### src/logic/irqrm_pkg.sv
package irqrm_pkg;

    // ------------------------------------------------------------------
    // Register file geometry
    // ------------------------------------------------------------------
    localparam int IRQRM_NUM_GROUPS = 5;
    localparam int IRQRM_NUM_REGS = 10;
    localparam int IRQRM_FLAG_BITS = 40;
    localparam int IRQRM_MASK_BASE = 5;

    // Byte addresses, index 0..4 pending flags, 5..9 mask flags
    localparam logic [19:0] IRQRM_ADDR_PEND_G0_LOW = 20'hfffe0;
    localparam logic [19:0] IRQRM_ADDR_PEND_G0_HIGH = 20'hfffe1;
    localparam logic [19:0] IRQRM_ADDR_PEND_G1_LOW = 20'hfffe2;
    localparam logic [19:0] IRQRM_ADDR_PEND_G1_HIGH = 20'hfffe3;
    localparam logic [19:0] IRQRM_ADDR_PEND_G2_HIGH = 20'hfffd1;
    localparam logic [19:0] IRQRM_ADDR_MASK_G0_LOW = 20'hfffe4;
    localparam logic [19:0] IRQRM_ADDR_MASK_G0_HIGH = 20'hfffe5;
    localparam logic [19:0] IRQRM_ADDR_MASK_G1_LOW = 20'hfffe6;
    localparam logic [19:0] IRQRM_ADDR_MASK_G1_HIGH = 20'hfffe7;
    localparam logic [19:0] IRQRM_ADDR_MASK_G2_HIGH = 20'hfffd5;

    localparam logic [19:0] IRQRM_REG_ADDR [IRQRM_NUM_REGS] = '{
        IRQRM_ADDR_PEND_G0_LOW, IRQRM_ADDR_PEND_G0_HIGH, IRQRM_ADDR_PEND_G1_LOW,
        IRQRM_ADDR_PEND_G1_HIGH, IRQRM_ADDR_PEND_G2_HIGH, IRQRM_ADDR_MASK_G0_LOW,
        IRQRM_ADDR_MASK_G0_HIGH, IRQRM_ADDR_MASK_G1_LOW, IRQRM_ADDR_MASK_G1_HIGH,
        IRQRM_ADDR_MASK_G2_HIGH
    };

    // Implemented bit positions of each group
    localparam logic [7:0] IRQRM_VALID_G0_LOW = 8'hff;
    localparam logic [7:0] IRQRM_VALID_G0_HIGH = 8'he0;
    localparam logic [7:0] IRQRM_VALID_G1_LOW = 8'hf7;
    localparam logic [7:0] IRQRM_VALID_G1_HIGH = 8'h45;
    localparam logic [7:0] IRQRM_VALID_G2_HIGH = 8'h86;
    localparam logic [7:0] IRQRM_REG_VALID [IRQRM_NUM_REGS] = '{
        IRQRM_VALID_G0_LOW, IRQRM_VALID_G0_HIGH, IRQRM_VALID_G1_LOW,
        IRQRM_VALID_G1_HIGH, IRQRM_VALID_G2_HIGH,
        IRQRM_VALID_G0_LOW, IRQRM_VALID_G0_HIGH, IRQRM_VALID_G1_LOW,
        IRQRM_VALID_G1_HIGH, IRQRM_VALID_G2_HIGH
    };

    // Reset values and the fixed level of unassigned positions
    localparam logic [7:0] IRQRM_PEND_RESET = 8'h00;
    localparam logic [7:0] IRQRM_MASK_RESET = 8'hff;
    localparam logic [7:0] IRQRM_PEND_FIXED = 8'h00;
    localparam logic [7:0] IRQRM_MASK_FIXED = 8'hff;

    // Word pairs start at these even addresses
    localparam logic [19:0] IRQRM_WORD_PEND_G0 = IRQRM_ADDR_PEND_G0_LOW;
    localparam logic [19:0] IRQRM_WORD_PEND_G1 = IRQRM_ADDR_PEND_G1_LOW;
    localparam logic [19:0] IRQRM_WORD_MASK_G0 = IRQRM_ADDR_MASK_G0_LOW;
    localparam logic [19:0] IRQRM_WORD_MASK_G1 = IRQRM_ADDR_MASK_G1_LOW;

    // Shared flag positions in the flat 40-bit flag space (group*8+bit)
    localparam int IRQRM_SHARED_SERIAL0_POS = 13;
    localparam int IRQRM_SHARED_RXERR0_POS = 15;
    localparam int IRQRM_SHARED_RXERR1_POS = 18;

    // Extra execution clocks added to every write
    localparam logic [1:0] IRQRM_WRITE_EXTRA_CLOCKS = 2'h2;

    // Access width of a CPU memory instruction
    typedef enum logic [1:0] {
        IRQRM_ACC_BIT,
        IRQRM_ACC_BYTE,
        IRQRM_ACC_WORD,
        IRQRM_ACC_NONE
    } irqrm_access_e;

endpackage : irqrm_pkg

### src/logic/irqrm_flag_byte.sv
`timescale 1ns/1ns
`default_nettype none

module irqrm_flag_byte
    import irqrm_pkg::*;
#(
    parameter logic [7:0] RESET_VAL = 8'h00,
    parameter logic [7:0] VALID = 8'hff,
    parameter logic [7:0] FIXED = 8'h00
) (
    // Clock and reset
    input wire logic core_clk,
    input wire logic reset_n,
    // Write lanes from the CPU
    input wire logic [7:0] wr_bits,
    input wire logic [7:0] wr_val,
    // Hardware set and clear
    input wire logic [7:0] set_bits,
    input wire logic [7:0] clr_bits,
    // Current value
    output logic [7:0] q
);

    typedef struct packed {
        logic [7:0] flags;
    } irqrm_byte_s;

    irqrm_byte_s st;
    irqrm_byte_s next_st;

    // Write first, then acknowledge clear, then source set: an event never gets lost
    always_comb begin
        next_st = st;
        next_st.flags = (st.flags & ~wr_bits) | (wr_val & wr_bits);
        next_st.flags = next_st.flags & ~clr_bits;
        next_st.flags = next_st.flags | set_bits;
        next_st.flags = (next_st.flags & VALID) | (FIXED & ~VALID);
    end

    // Register the state
    always_ff @(posedge core_clk) begin
        if (!reset_n) begin
            st.flags <= (RESET_VAL & VALID) | (FIXED & ~VALID);
        end else begin
            st <= next_st;
        end
    end

    assign q = st.flags;

endmodule : irqrm_flag_byte

`default_nettype wire

### src/logic/irqrm_write_stretch.sv
`timescale 1ns/1ns
`default_nettype none

module irqrm_write_stretch
    import irqrm_pkg::*;
(
    // Clock and reset
    input wire logic core_clk,
    input wire logic reset_n,
    // Accepted write
    input wire logic start,
    // Wait towards the CPU
    output logic busy
);

    typedef struct packed {
        logic [1:0] count;
    } irqrm_stretch_s;

    irqrm_stretch_s st;
    irqrm_stretch_s next_st;

    // Load on an accepted write, count down to idle
    always_comb begin
        next_st = st;
        if (start) begin
            next_st.count = IRQRM_WRITE_EXTRA_CLOCKS;
        end else if (st.count != 2'h0) begin
            next_st.count = st.count - 2'h1;
        end
    end

    // Register the state
    always_ff @(posedge core_clk) begin
        if (!reset_n) begin
            st.count <= 2'h0;
        end else begin
            st <= next_st;
        end
    end

    assign busy = (st.count != 2'h0);

endmodule : irqrm_write_stretch

`default_nettype wire

### src/logic/irqrm_top.sv
// What this block does
// - Any of three serial sources sets shared flag at group0-high bit 5.
// - Mask bit 5 of group0-high gates all three serial sources together.
// - Receive-error 0 or timer 1 upper half sets group0-high bit 7.
// - Mask bit 7 of group0-high is one control for both those sources.
// - Receive-error 1 or timer 3 upper half sets group1-low bit 2.
// - Mask bit 2 of group1-low is one control for both those sources.
// - A flag sets on its source request or on a CPU write of 1.
// - Acknowledge clears the flag before service entry; writing 0 clears too.
// - Reset clears all five pending registers to zero.
// - Single-bit and byte writes reach every pending and mask register.
// - Low/high pairs of groups 0 and 1 also take 16-bit access.
// - Each write stalls the CPU for two extra clocks.
// - Pending flag reads 1 while a request is pending, else 0.
// - Mask 0 allows servicing, mask 1 blocks it.
// - Reset sets all five mask registers to all ones.
// - A byte write replaces every implemented flag of the register; unassigned positions keep their fixed level.
`timescale 1ns/1ns
`default_nettype none

module irqrm_top
    import irqrm_pkg::*;
(
    // Clock and reset
    input wire logic core_clk,
    input wire logic reset_n,
    // CPU memory access
    input wire logic bus_wr,
    input wire logic bus_rd,
    input wire logic [1:0] bus_access,
    input wire logic [19:0] bus_addr,
    input wire logic [2:0] bus_bit_pos,
    input wire logic [15:0] bus_wdata,
    output logic [15:0] bus_rdata,
    output logic bus_rvalid,
    output logic bus_wait,
    // Peripheral requests, one pulse per event, flat group*8+bit
    input wire logic [39:0] periph_request,
    // Shared sources
    input wire logic serial0_transmit_request,
    input wire logic clocked_serial_request,
    input wire logic two_wire_serial_request,
    input wire logic serial0_receive_error_request,
    input wire logic timer_ch1_upper_request,
    input wire logic serial1_receive_error_request,
    input wire logic timer_ch3_upper_request,
    // Acknowledge from the arbiter
    input wire logic ack_valid,
    input wire logic [5:0] ack_flag_index,
    // Flag state towards the arbiter
    output logic [39:0] pending_flags,
    output logic [39:0] mask_flags,
    output logic [39:0] service_request
);

    // ------------------------------------------------------------------
    // State
    // ------------------------------------------------------------------
    typedef struct packed {
        logic [15:0] rdata;
        logic rvalid;
    } irqrm_top_s;

    irqrm_top_s st;
    irqrm_top_s next_st;

    logic [7:0] reg_q [IRQRM_NUM_REGS];
    logic [7:0] reg_wbits [IRQRM_NUM_REGS];
    logic [7:0] reg_wval [IRQRM_NUM_REGS];
    logic [7:0] reg_set [IRQRM_NUM_REGS];
    logic [7:0] reg_clr [IRQRM_NUM_REGS];
    logic [39:0] event_flat;
    logic stretch_busy;
    logic wr_go;
    logic word_ok;

    // ------------------------------------------------------------------
    // Request gathering
    // ------------------------------------------------------------------
    // Shared positions cannot tell the sources apart; software must keep one enabled
    always_comb begin
        event_flat = periph_request;
        event_flat[IRQRM_SHARED_SERIAL0_POS] = periph_request[IRQRM_SHARED_SERIAL0_POS]
            | serial0_transmit_request | clocked_serial_request
            | two_wire_serial_request;
        event_flat[IRQRM_SHARED_RXERR0_POS] = periph_request[IRQRM_SHARED_RXERR0_POS]
            | serial0_receive_error_request | timer_ch1_upper_request;
        event_flat[IRQRM_SHARED_RXERR1_POS] = periph_request[IRQRM_SHARED_RXERR1_POS]
            | serial1_receive_error_request | timer_ch3_upper_request;
    end

    // ------------------------------------------------------------------
    // Write decode
    // ------------------------------------------------------------------
    // Writes during the stretch are dropped; the CPU is held by bus_wait anyway
    assign wr_go = bus_wr && !stretch_busy;

    // Word access only at the even start of a pairable group
    assign word_ok = (bus_addr == IRQRM_WORD_PEND_G0) || (bus_addr == IRQRM_WORD_PEND_G1)
        || (bus_addr == IRQRM_WORD_MASK_G0) || (bus_addr == IRQRM_WORD_MASK_G1);

    // Lane mask and value per register
    always_comb begin
        for (int r = 0; r < IRQRM_NUM_REGS; r++) begin
            reg_wbits[r] = 8'h00;
            reg_wval[r] = 8'h00;
            if (wr_go) begin
                case (bus_access)
                    IRQRM_ACC_BIT: begin
                        if (bus_addr == IRQRM_REG_ADDR[r]) begin
                            reg_wbits[r] = 8'h01 << bus_bit_pos;
                            reg_wval[r] = {8{bus_wdata[0]}};
                        end
                    end
                    IRQRM_ACC_BYTE: begin
                        if (bus_addr == IRQRM_REG_ADDR[r]) begin
                            reg_wbits[r] = 8'hff;
                            reg_wval[r] = bus_wdata[7:0];
                        end
                    end
                    IRQRM_ACC_WORD: begin
                        if (word_ok && bus_addr == IRQRM_REG_ADDR[r]) begin
                            reg_wbits[r] = 8'hff;
                            reg_wval[r] = bus_wdata[7:0];
                        end else if (word_ok && (bus_addr + 20'h1) == IRQRM_REG_ADDR[r]) begin
                            reg_wbits[r] = 8'hff;
                            reg_wval[r] = bus_wdata[15:8];
                        end
                    end
                    default: begin
                        reg_wbits[r] = 8'h00;
                    end
                endcase
            end
        end
    end

    // ------------------------------------------------------------------
    // Set and clear per register
    // ------------------------------------------------------------------
    // Only pending registers see events and acknowledges
    always_comb begin
        for (int r = 0; r < IRQRM_NUM_REGS; r++) begin
            reg_set[r] = 8'h00;
            reg_clr[r] = 8'h00;
            if (r < IRQRM_MASK_BASE) begin
                reg_set[r] = event_flat[r*8 +: 8];
                if (ack_valid && ack_flag_index[5:3] == r[2:0]) begin
                    reg_clr[r] = 8'h01 << ack_flag_index[2:0];
                end
            end
        end
    end

    // ------------------------------------------------------------------
    // Flag registers
    // ------------------------------------------------------------------
    for (genvar g = 0; g < IRQRM_NUM_REGS; g++) begin : gen_reg
        irqrm_flag_byte #(
            .RESET_VAL((g < IRQRM_MASK_BASE) ? IRQRM_PEND_RESET : IRQRM_MASK_RESET),
            .VALID(IRQRM_REG_VALID[g]),
            .FIXED((g < IRQRM_MASK_BASE) ? IRQRM_PEND_FIXED : IRQRM_MASK_FIXED)
        ) u_byte (
            .core_clk(core_clk),
            .reset_n(reset_n),
            .wr_bits(reg_wbits[g]),
            .wr_val(reg_wval[g]),
            .set_bits(reg_set[g]),
            .clr_bits(reg_clr[g]),
            .q(reg_q[g])
        );
    end

    // Write stretch towards the CPU
    irqrm_write_stretch u_stretch (
        .core_clk(core_clk),
        .reset_n(reset_n),
        .start(wr_go),
        .busy(stretch_busy)
    );

    assign bus_wait = stretch_busy;

    // ------------------------------------------------------------------
    // Flag outputs
    // ------------------------------------------------------------------
    // One mask bit covers every source folded into a shared flag
    always_comb begin
        for (int r = 0; r < IRQRM_NUM_GROUPS; r++) begin
            pending_flags[r*8 +: 8] = reg_q[r];
            mask_flags[r*8 +: 8] = reg_q[r + IRQRM_MASK_BASE];
        end
    end

    assign service_request = pending_flags & ~mask_flags;

    // ------------------------------------------------------------------
    // Read path
    // ------------------------------------------------------------------
    // Registered read data, one cycle after the request; unmapped reads give zero
    always_comb begin
        next_st = st;
        next_st.rvalid = bus_rd;
        next_st.rdata = 16'h0000;
        if (bus_rd) begin
            for (int r = 0; r < IRQRM_NUM_REGS; r++) begin
                case (bus_access)
                    IRQRM_ACC_BIT: begin
                        if (bus_addr == IRQRM_REG_ADDR[r]) begin
                            next_st.rdata = {15'h0000, reg_q[r][bus_bit_pos]};
                        end
                    end
                    IRQRM_ACC_BYTE: begin
                        if (bus_addr == IRQRM_REG_ADDR[r]) begin
                            next_st.rdata = {8'h00, reg_q[r]};
                        end
                    end
                    IRQRM_ACC_WORD: begin
                        if (word_ok && bus_addr == IRQRM_REG_ADDR[r]) begin
                            next_st.rdata = {reg_q[(r + 1) % IRQRM_NUM_REGS], reg_q[r]};
                        end
                    end
                    default: begin
                        next_st.rdata = next_st.rdata;
                    end
                endcase
            end
        end
    end

    // Register the state
    always_ff @(posedge core_clk) begin
        if (!reset_n) begin
            st.rdata <= 16'h0000;
            st.rvalid <= 1'b0;
        end else begin
            st <= next_st;
        end
    end

    assign bus_rdata = st.rdata;
    assign bus_rvalid = st.rvalid;

endmodule : irqrm_top

`default_nettype wire

### config.mk
export PLATFORM = sky130hd
export DESIGN_NAME = irqrm_top
export DESIGN_NICKNAME = d
export VERILOG_FILES = /design/src/logic/irqrm_pkg.sv /design/src/logic/irqrm_flag_byte.sv /design/src/logic/irqrm_write_stretch.sv /design/src/logic/irqrm_top.sv
export SDC_FILE = /design/constraint.sdc
export NUM_CORES = 1
export LEC_CHECK = 0
export BUFFER_PORTS_ARGS = -buffer_cell sky130_fd_sc_hd__buf_2
export CAP_MARGIN = 0
export CORE_ASPECT_RATIO = 1.2
export CORE_MARGIN = 4
export CORE_UTILIZATION = 52
export DETAILED_ROUTE_END_ITERATION = 10
export HOLD_SLACK_MARGIN = 0.15
export PLACE_DENSITY = 0.87
export RECOVER_POWER = 100
export SETUP_SLACK_MARGIN = 0.4
export SYNTH_ARGS = -nofsm -noshare
export SYNTH_HDL_FRONTEND = slang
export SYNTH_SLANG_ARGS = --single-unit
### constraint.sdc
create_clock -name core_clk -period 4.8 [get_ports core_clk]
set_input_delay 1.2 -clock core_clk [delete_from_list [all_inputs] [get_ports core_clk]]
set_output_delay 1.2 -clock core_clk [all_outputs]
set_load 0.05 [all_outputs]
After elaboration in Yosys (flattened, before gate mapping)
Index checks and enable logic that the tools add are counted.

storage, ports and cells
  register bits = 90
  bits of input ports = 99
  output and inout port bits = 138
  word-level logic and storage cells = 344

cells by class
  add/sub/neg operators = 2
  $lt $le $gt $ge = 1
  eq/ne operators = 26
  shift-type cells = 2
  muxes and demuxes = 191
  bitwise logic cells = 65
  reduce and logical (&&, ||, !) cells = 36

operators by type and width
  kind                                                                           count
  8-bit 2-to-1 mux                                                               85
  16-bit 2-to-1 mux                                                              32
  16-bit one-hot mux with 3 select lines                                         10
  20-bit == test (second input constant)                                         20
  8-bit one-hot mux with 3 select lines                                          16
  8-bit bitwise AND                                                              20
  7-bit 2-to-1 mux                                                               21
  8-bit inverter                                                                 12
  8-bit bitwise OR                                                               12
  7-bit one-hot mux with 3 select lines                                          4
  40-bit bitwise AND                                                             1
  40-bit inverter                                                                1
  7-bit bitwise AND                                                              5
  1-bit binary-select mux with 3-bit select                                      10
  1-bit logical AND                                                              26
  7-bit inverter                                                                 3
  7-bit bitwise OR                                                               3
  20-bit by 1-bit adder with 20-bit output (second input constant)               1
  1-bit by 3-bit << shifter with 8-bit output (first input constant)             2
  1-bit 2-to-1 mux                                                               11
  1-bit bitwise OR                                                               7
  3-bit by 2-bit == test with 1-bit output (second input constant)               2
  3-bit by 4-bit less-than comparator with 1-bit output (second input constant)  1
  2-bit 2-to-1 mux                                                               2
  13 further kinds                                                               16

Depth between registers and ports, before layout
  depth in word-level cells = 29
  gate-level depth with buffers = 10
  depth with buffers taken out = 7

By module
A second synthesis with hierarchy kept.

unflattened totals
  cell total of the unflattened synthesis = 974
  area, all modules = 6,851.6 µm²

by module, submodules not included
  module                                   times used  cells each  area an instance (µm²)  seq. area each (µm²)
  irqrm_top                                1           710         4,352.9                 340.3
  irqrm_flag_byte (gen_reg[1].u_byte ...)  3           21          176.4                   60.1
  irqrm_flag_byte (gen_reg[6].u_byte ...)  3           18          165.2                   60.1
  irqrm_flag_byte (gen_reg[0].u_byte)      1           41          379.1                   160.2
  irqrm_flag_byte (gen_reg[2].u_byte)      1           38          349.1                   140.1
  irqrm_flag_byte (gen_reg[5].u_byte)      1           32          340.3                   160.2
  irqrm_flag_byte (gen_reg[7].u_byte)      1           30          335.3                   140.1
  irqrm_write_stretch                      1           6           70.1                    40.0

Least setup slack after synthesis
OpenSTA, ideal clock, no wires.

  kind = input -> register
  start point = in bus_bit_pos[1]
  end point = reg st, in the netlist bus_rdata[0]
  setup time = 0.127 ns
  data arrival time = 2.668 ns
  data required time = 4.673 ns
  path slack = 2.005 ns
  stages on the path = 8
  buffers on the path = 1
  path through = buf_2 > mux4_2 > mux2i_1 > nor2_1 > a211oi_1 > a311oi_1 > o311ai_1 > nand2_1

on the way
  longest elaborated chain between the ends = 26
  elaborated cells between the ends (all ways) = 62
  those cells by class = mux: 62

ends and longest elaborated chain
  what                                        RTL line                                              source
  start, declared                             irqrm_top.sv:32                                       input wire logic [2:0] bus_bit_pos,
  1-bit binary-select mux with 3-bit select   irqrm_top.sv:210                                      next_st.rdata = {15'h0000, reg_q[r][bus_bit_pos]};
  1-bit 2-to-1 mux (implied by the code)      irqrm_top.sv:210
  1-bit 2-to-1 mux                            irqrm_top.sv:209                                      if (bus_addr == IRQRM_REG_ADDR[r]) begin
  16-bit one-hot mux with 3 select lines      irqrm_top.sv:207                                      case (bus_access)
  16-bit 2-to-1 mux                           irqrm_top.sv:205                                      if (bus_rd) begin
  16-bit 2-to-1 mux (on tied branches)        irqrm_top.sv:219, irqrm_top.sv:209, irqrm_top.sv:214
  16-bit one-hot mux with 3 select lines      irqrm_top.sv:207
  16-bit 2-to-1 mux                           irqrm_top.sv:205
  [... 10 more ...]                           --
  16-bit 2-to-1 mux (on tied branches)        irqrm_top.sv:219, irqrm_top.sv:209, irqrm_top.sv:214
  16-bit one-hot mux with 3 select lines      irqrm_top.sv:207
  16-bit 2-to-1 mux (on tied branches)        irqrm_top.sv:219, irqrm_top.sv:209, irqrm_top.sv:214
  16-bit one-hot mux with 3 select lines      irqrm_top.sv:207
  16-bit 2-to-1 mux (on tied branches)        irqrm_top.sv:219, irqrm_top.sv:209, irqrm_top.sv:214
  16-bit one-hot mux with 3 select lines      irqrm_top.sv:207
  16-bit 2-to-1 mux (on tied branches)        irqrm_top.sv:219, irqrm_top.sv:209, irqrm_top.sv:214
  16-bit one-hot mux with 3 select lines (*)  irqrm_top.sv:207
  end signal, assigned                        irqrm_top.sv:237                                      st <= next_st;
  end, declared                               irqrm_top.sv:64                                       irqrm_top_s st;

Every way passes the cells marked *; elsewhere a longest branch is shown, timed or not. The select of a mux whose other input is x is not followed.
A chain may end at the register's enable or synchronous reset.

==> impl_metrics.prom <==
# TYPE chip_impl_metric gauge
chip_impl_metric{name="largest_net_degree_at_the_start_of_global_routing",unit=""} 40
chip_impl_metric{name="cts.clk_slew.worst_paths",unit="ns"} 0.06
chip_impl_metric{name="antenna_found_initial",unit=""} 0
chip_impl_metric{name="routabilityCongestion",unit=""} 1.004
chip_impl_info{name="worstSetupStartpointType",value="input pin"} 1
chip_impl_metric{name="drv_slew",unit=""} 40
chip_impl_metric{name="drt_iter0_markers",unit=""} 996
chip_impl_metric{name="worstPathMaxFanout",unit=""} 22
chip_impl_metric{name="total_number_of_placement_rows",unit=""} 40
chip_impl_metric{name="final_critical_period",unit="ns"} 4.028
chip_impl_metric{name="worst_clock_skew",unit="ns"} 0.007786
chip_impl_metric{name="met3_usage",unit=""} 0.1142
chip_impl_metric{name="placement.setup.worst_slack",unit="ns"} 1.161
chip_impl_metric{name="ctsHtreeMaxLevel",unit=""} 3
chip_impl_info{name="status",value="finished with violations"} 1
chip_impl_metric{name="antenna-diode-count",unit=""} 0
chip_impl_metric{name="route.detailed.drc",unit=""} 0
chip_impl_info{name="violations",value="capacitance limit, slew limit"} 1
chip_impl_metric{name="worst-slew-pin-transition",unit="ns"} 1.655
chip_impl_metric{name="first_pass_iters",unit=""} 6
chip_impl_metric{name="arrival",unit="ns"} 4.29
chip_impl_metric{name="numPortBuffers",unit=""} 169
chip_impl_metric{name="routedWlPerCell",unit="um"} 23.11
chip_impl_metric{name="yosysWarnings",unit=""} 0
chip_impl_metric{name="core_area",unit="um2"} 10060
chip_impl_metric{name="post_synthesis_average_cell_area",unit="um2"} 7.615
chip_impl_metric{name="finish.net_count",unit=""} 952
chip_impl_metric{name="cts_made_buffers",unit=""} 9
chip_impl_metric{name="initial_core_util",unit=""} 0.5352
chip_impl_metric{name="die_width",unit="um"} 100.9
chip_impl_metric{name="seq_area_frac_synth",unit=""} 0.2491
chip_impl_metric{name="synth_cells",unit=""} 707
chip_impl_metric{name="fmax",unit="MHz"} 248.3
chip_impl_metric{name="detailroute.via_count",unit=""} 6516
chip_impl_metric{name="place.detailed.instances",unit=""} 968
chip_impl_metric{name="avgViaCountPerCell",unit=""} 6.622
chip_impl_metric{name="met1_usage",unit=""} 0.4231
chip_impl_metric{name="max-slew-margin-rel",unit=""} -0.1034
chip_impl_metric{name="postSynthRegisterBits",unit=""} 67
chip_impl_info{name="crit_path_class",value="in -> reg"} 1
chip_impl_metric{name="report.final.setup_viol",unit=""} 0
chip_impl_metric{name="layoutNonFillerInstCount",unit=""} 984
chip_impl_metric{name="hold_violations",unit=""} 0
chip_impl_metric{name="postCtsSetupBuffers",unit=""} 0
chip_impl_metric{name="p_leak",unit="nW"} 2.366
chip_impl_info{name="cts_tree",value="yes"} 1
chip_impl_metric{name="chipHeight",unit="um"} 119.5
chip_impl_metric{name="area_growth",unit="%"} 15.99
chip_impl_metric{name="post-route-period-util",unit=""} 0.8392
chip_impl_metric{name="unique_masters_post_synth",unit=""} 83
chip_impl_metric{name="grt_pass1_vias",unit=""} 6211
chip_impl_metric{name="totalWireLength",unit="mm"} 22.74
chip_impl_info{name="hp-class",value="reg -> reg"} 1
chip_impl_metric{name="setup_slack",unit="ns"} 0.7718
chip_impl_info{name="cts_root_buf",value="sky130_fd_sc_hd__clkbuf_16"} 1
chip_impl_metric{name="dp.final_hpwl",unit="mm"} 16.80
chip_impl_metric{name="dieArea",unit="um2"} 12050
chip_impl_metric{name="crit_path_max_incr_delay",unit="ns"} 0.94
chip_impl_metric{name="use_met2",unit=""} 0.5515
chip_impl_info{name="rsz0062_at_grt",value="false"} 1
chip_impl_metric{name="number_of_synthesized_flops_with_an_enable_pin",unit=""} 0
chip_impl_metric{name="drive_above_1_share",unit=""} 0.1608
chip_impl_metric{name="detail-route-antenna-nets",unit=""} 0
chip_impl_info{name="global_route.peak_usage_layer",value="met2"} 1
chip_impl_metric{name="worst_ir_drop_vdd",unit="V"} 0.0002022
chip_impl_metric{name="cts_resized",unit=""} 0
chip_impl_metric{name="post_cts_hold_buffer_count",unit=""} 0
chip_impl_metric{name="global_route_wire_length_before_repair",unit="mm"} 33.69
chip_impl_metric{name="power_density",unit="nW/um2"} 272.4
chip_impl_metric{name="cts_max_path_buffers",unit=""} 2
chip_impl_info{name="path_cells",value="clkbuf_1 > or2_2 > nor3_1 > nor2_1 > or4_1 > nand3_1"} 1
chip_impl_metric{name="cts.sink_count",unit=""} 67
chip_impl_info{name="cp_slowest_cell",value="sky130_fd_sc_hd__nor3_1"} 1
chip_impl_info{name="dominantRegCellSynth",value="sky130_fd_sc_hd__dfxtp_1"} 1
chip_impl_metric{name="totalNegativeSetupSlack",unit="ns"} 0
chip_impl_metric{name="async_flop_share",unit=""} 0
chip_impl_metric{name="floorplan.io_pins",unit=""} 237
chip_impl_metric{name="timing.max_cap.violations",unit=""} 1
chip_impl_metric{name="grt_usage",unit=""} 0.3653
chip_impl_metric{name="grt_overflow_total",unit=""} 0
chip_impl_metric{name="required_worst_endpoint",unit="ns"} 5.07
chip_impl_metric{name="synth_area",unit="um2"} 5384
chip_impl_metric{name="clkLatencyLatePin",unit="ns"} 0.34
chip_impl_info{name="critPathCaptureType",value="register"} 1
==> synthesized netlist by cell type (all sizes together) (6+ instances only) <==
| master | instances | area share |
|---|---|---|
| nand4 | 9 | 0.016 |
| o311ai | 8 | 0.013 |
| o211ai | 6 | 0.0084 |
| and2 | 8 | 0.0098 |
| a21oi | 52 | 0.049 |
| a211oi | 6 | 0.0084 |
| a221oi | 12 | 0.020 |
| a22oi | 10 | 0.015 |
| dfxtp | 67 | 0.25 |
| nor2b | 40 | 0.046 |
| nand3 | 27 | 0.029 |
| nand2b | 9 | 0.010 |
| o21ai | 40 | 0.037 |
| mux2i | 19 | 0.035 |
| a31oi | 9 | 0.010 |
| mux2 | 6 | 0.013 |
| o21a | 22 | 0.031 |
| nand2 | 68 | 0.048 |
| nor3 | 18 | 0.020 |
| inv | 8 | 0.0056 |
| nor4 | 8 | 0.013 |
| clkbuf | 14 | 0.010 |
| and3 | 13 | 0.016 |
| buf | 77 | 0.099 |
| nor2 | 69 | 0.049 |
==> power by group <==
part	internal [W]	total [W]	switching, W
logic	0.0000914	0.000387	0.000296
clock network	0.000453	0.000709	0.000256
registers	0.000572	0.000604	0.0000323
==> metal layers <==
| metal | vias up | part of all wire |
|---|---|---|
| li1 | 2828 | - |
| met1 | 2943 | 0.34 |
| met2 | 593 | 0.44 |
| met3 | 150 | 0.14 |
| met4 | 2 | 0.079 |
| met5 | - | 0.0020 |
==> layout make-up <==
cell class	count	area [um2]
inverters	9	33.78
multi-input cells	586	3585
fillers	987	3815
clock inverters	7	92.59
flip-flops and latches	67	1341
well taps	126	157.7
repair buffers	180	809.5
clock buffers	9	225.2
==> critical path: cells and delay by family <==
kind          cells  cell delay [ns]
buf+inv           1             0.46
simple gates      5             2.62
==> stage by stage <==
step	power [W]	area [um2]	util	hold WS, ns
after floorplan	0.0009057	5557	-	0.4698
after global placement	0.0009914	6056	0.6020	0.4924
after detailed placement	0.0009938	6056	0.6020	0.5205
after CTS	0.001695	6374	0.6336	0.5257
after global routing	0.001747	6245	0.6208	0.5503
final	0.001701	6245	0.6208	0.5357
==> placed cells by master (no fill, tap or decap), drive strengths merged, types with 10 or more instances in the layout <==
cell,count
nor2,69
clkbuf,102
and3,13
a22oi,10
a21oi,52
mux2i,19
nor2b,40
buf,87
a221oi,12
nor3,18
o21a,22
conb,48
o21ai,40
dfxtp,67
nand2,68
nand3,27
==> logic make-up after synthesis <==
kind of cell | count (synthesis) | share of synthesized area
and+or+nand+nor | 291 | 0.2870
AOI/OAI and AO/OA | 217 | 0.2784
buffers and inverters | 100 | 0.1153
DFF | 67 | 0.2491
muxes | 30 | 0.06879
other | 2 | 0.001395
==> path summary, 6_finish.rpt <==
| kind | start | slack, ns | end | depth (start not counted) |
|---|---|---|---|---|
| max | bus_access[1] | 0.77 | register | 6 |
| max reg2reg | u_stretch.st[1] | 2.02 | gen_reg[0].u_byte.q[3] | 7 |
| min | u_stretch.st[1] | 0.54 | u_stretch.st[1] | 2 |
| min reg2reg | u_stretch.st[1] | 0.54 | u_stretch.st[1] | 2 |
(Power assumes the default switching activity.)
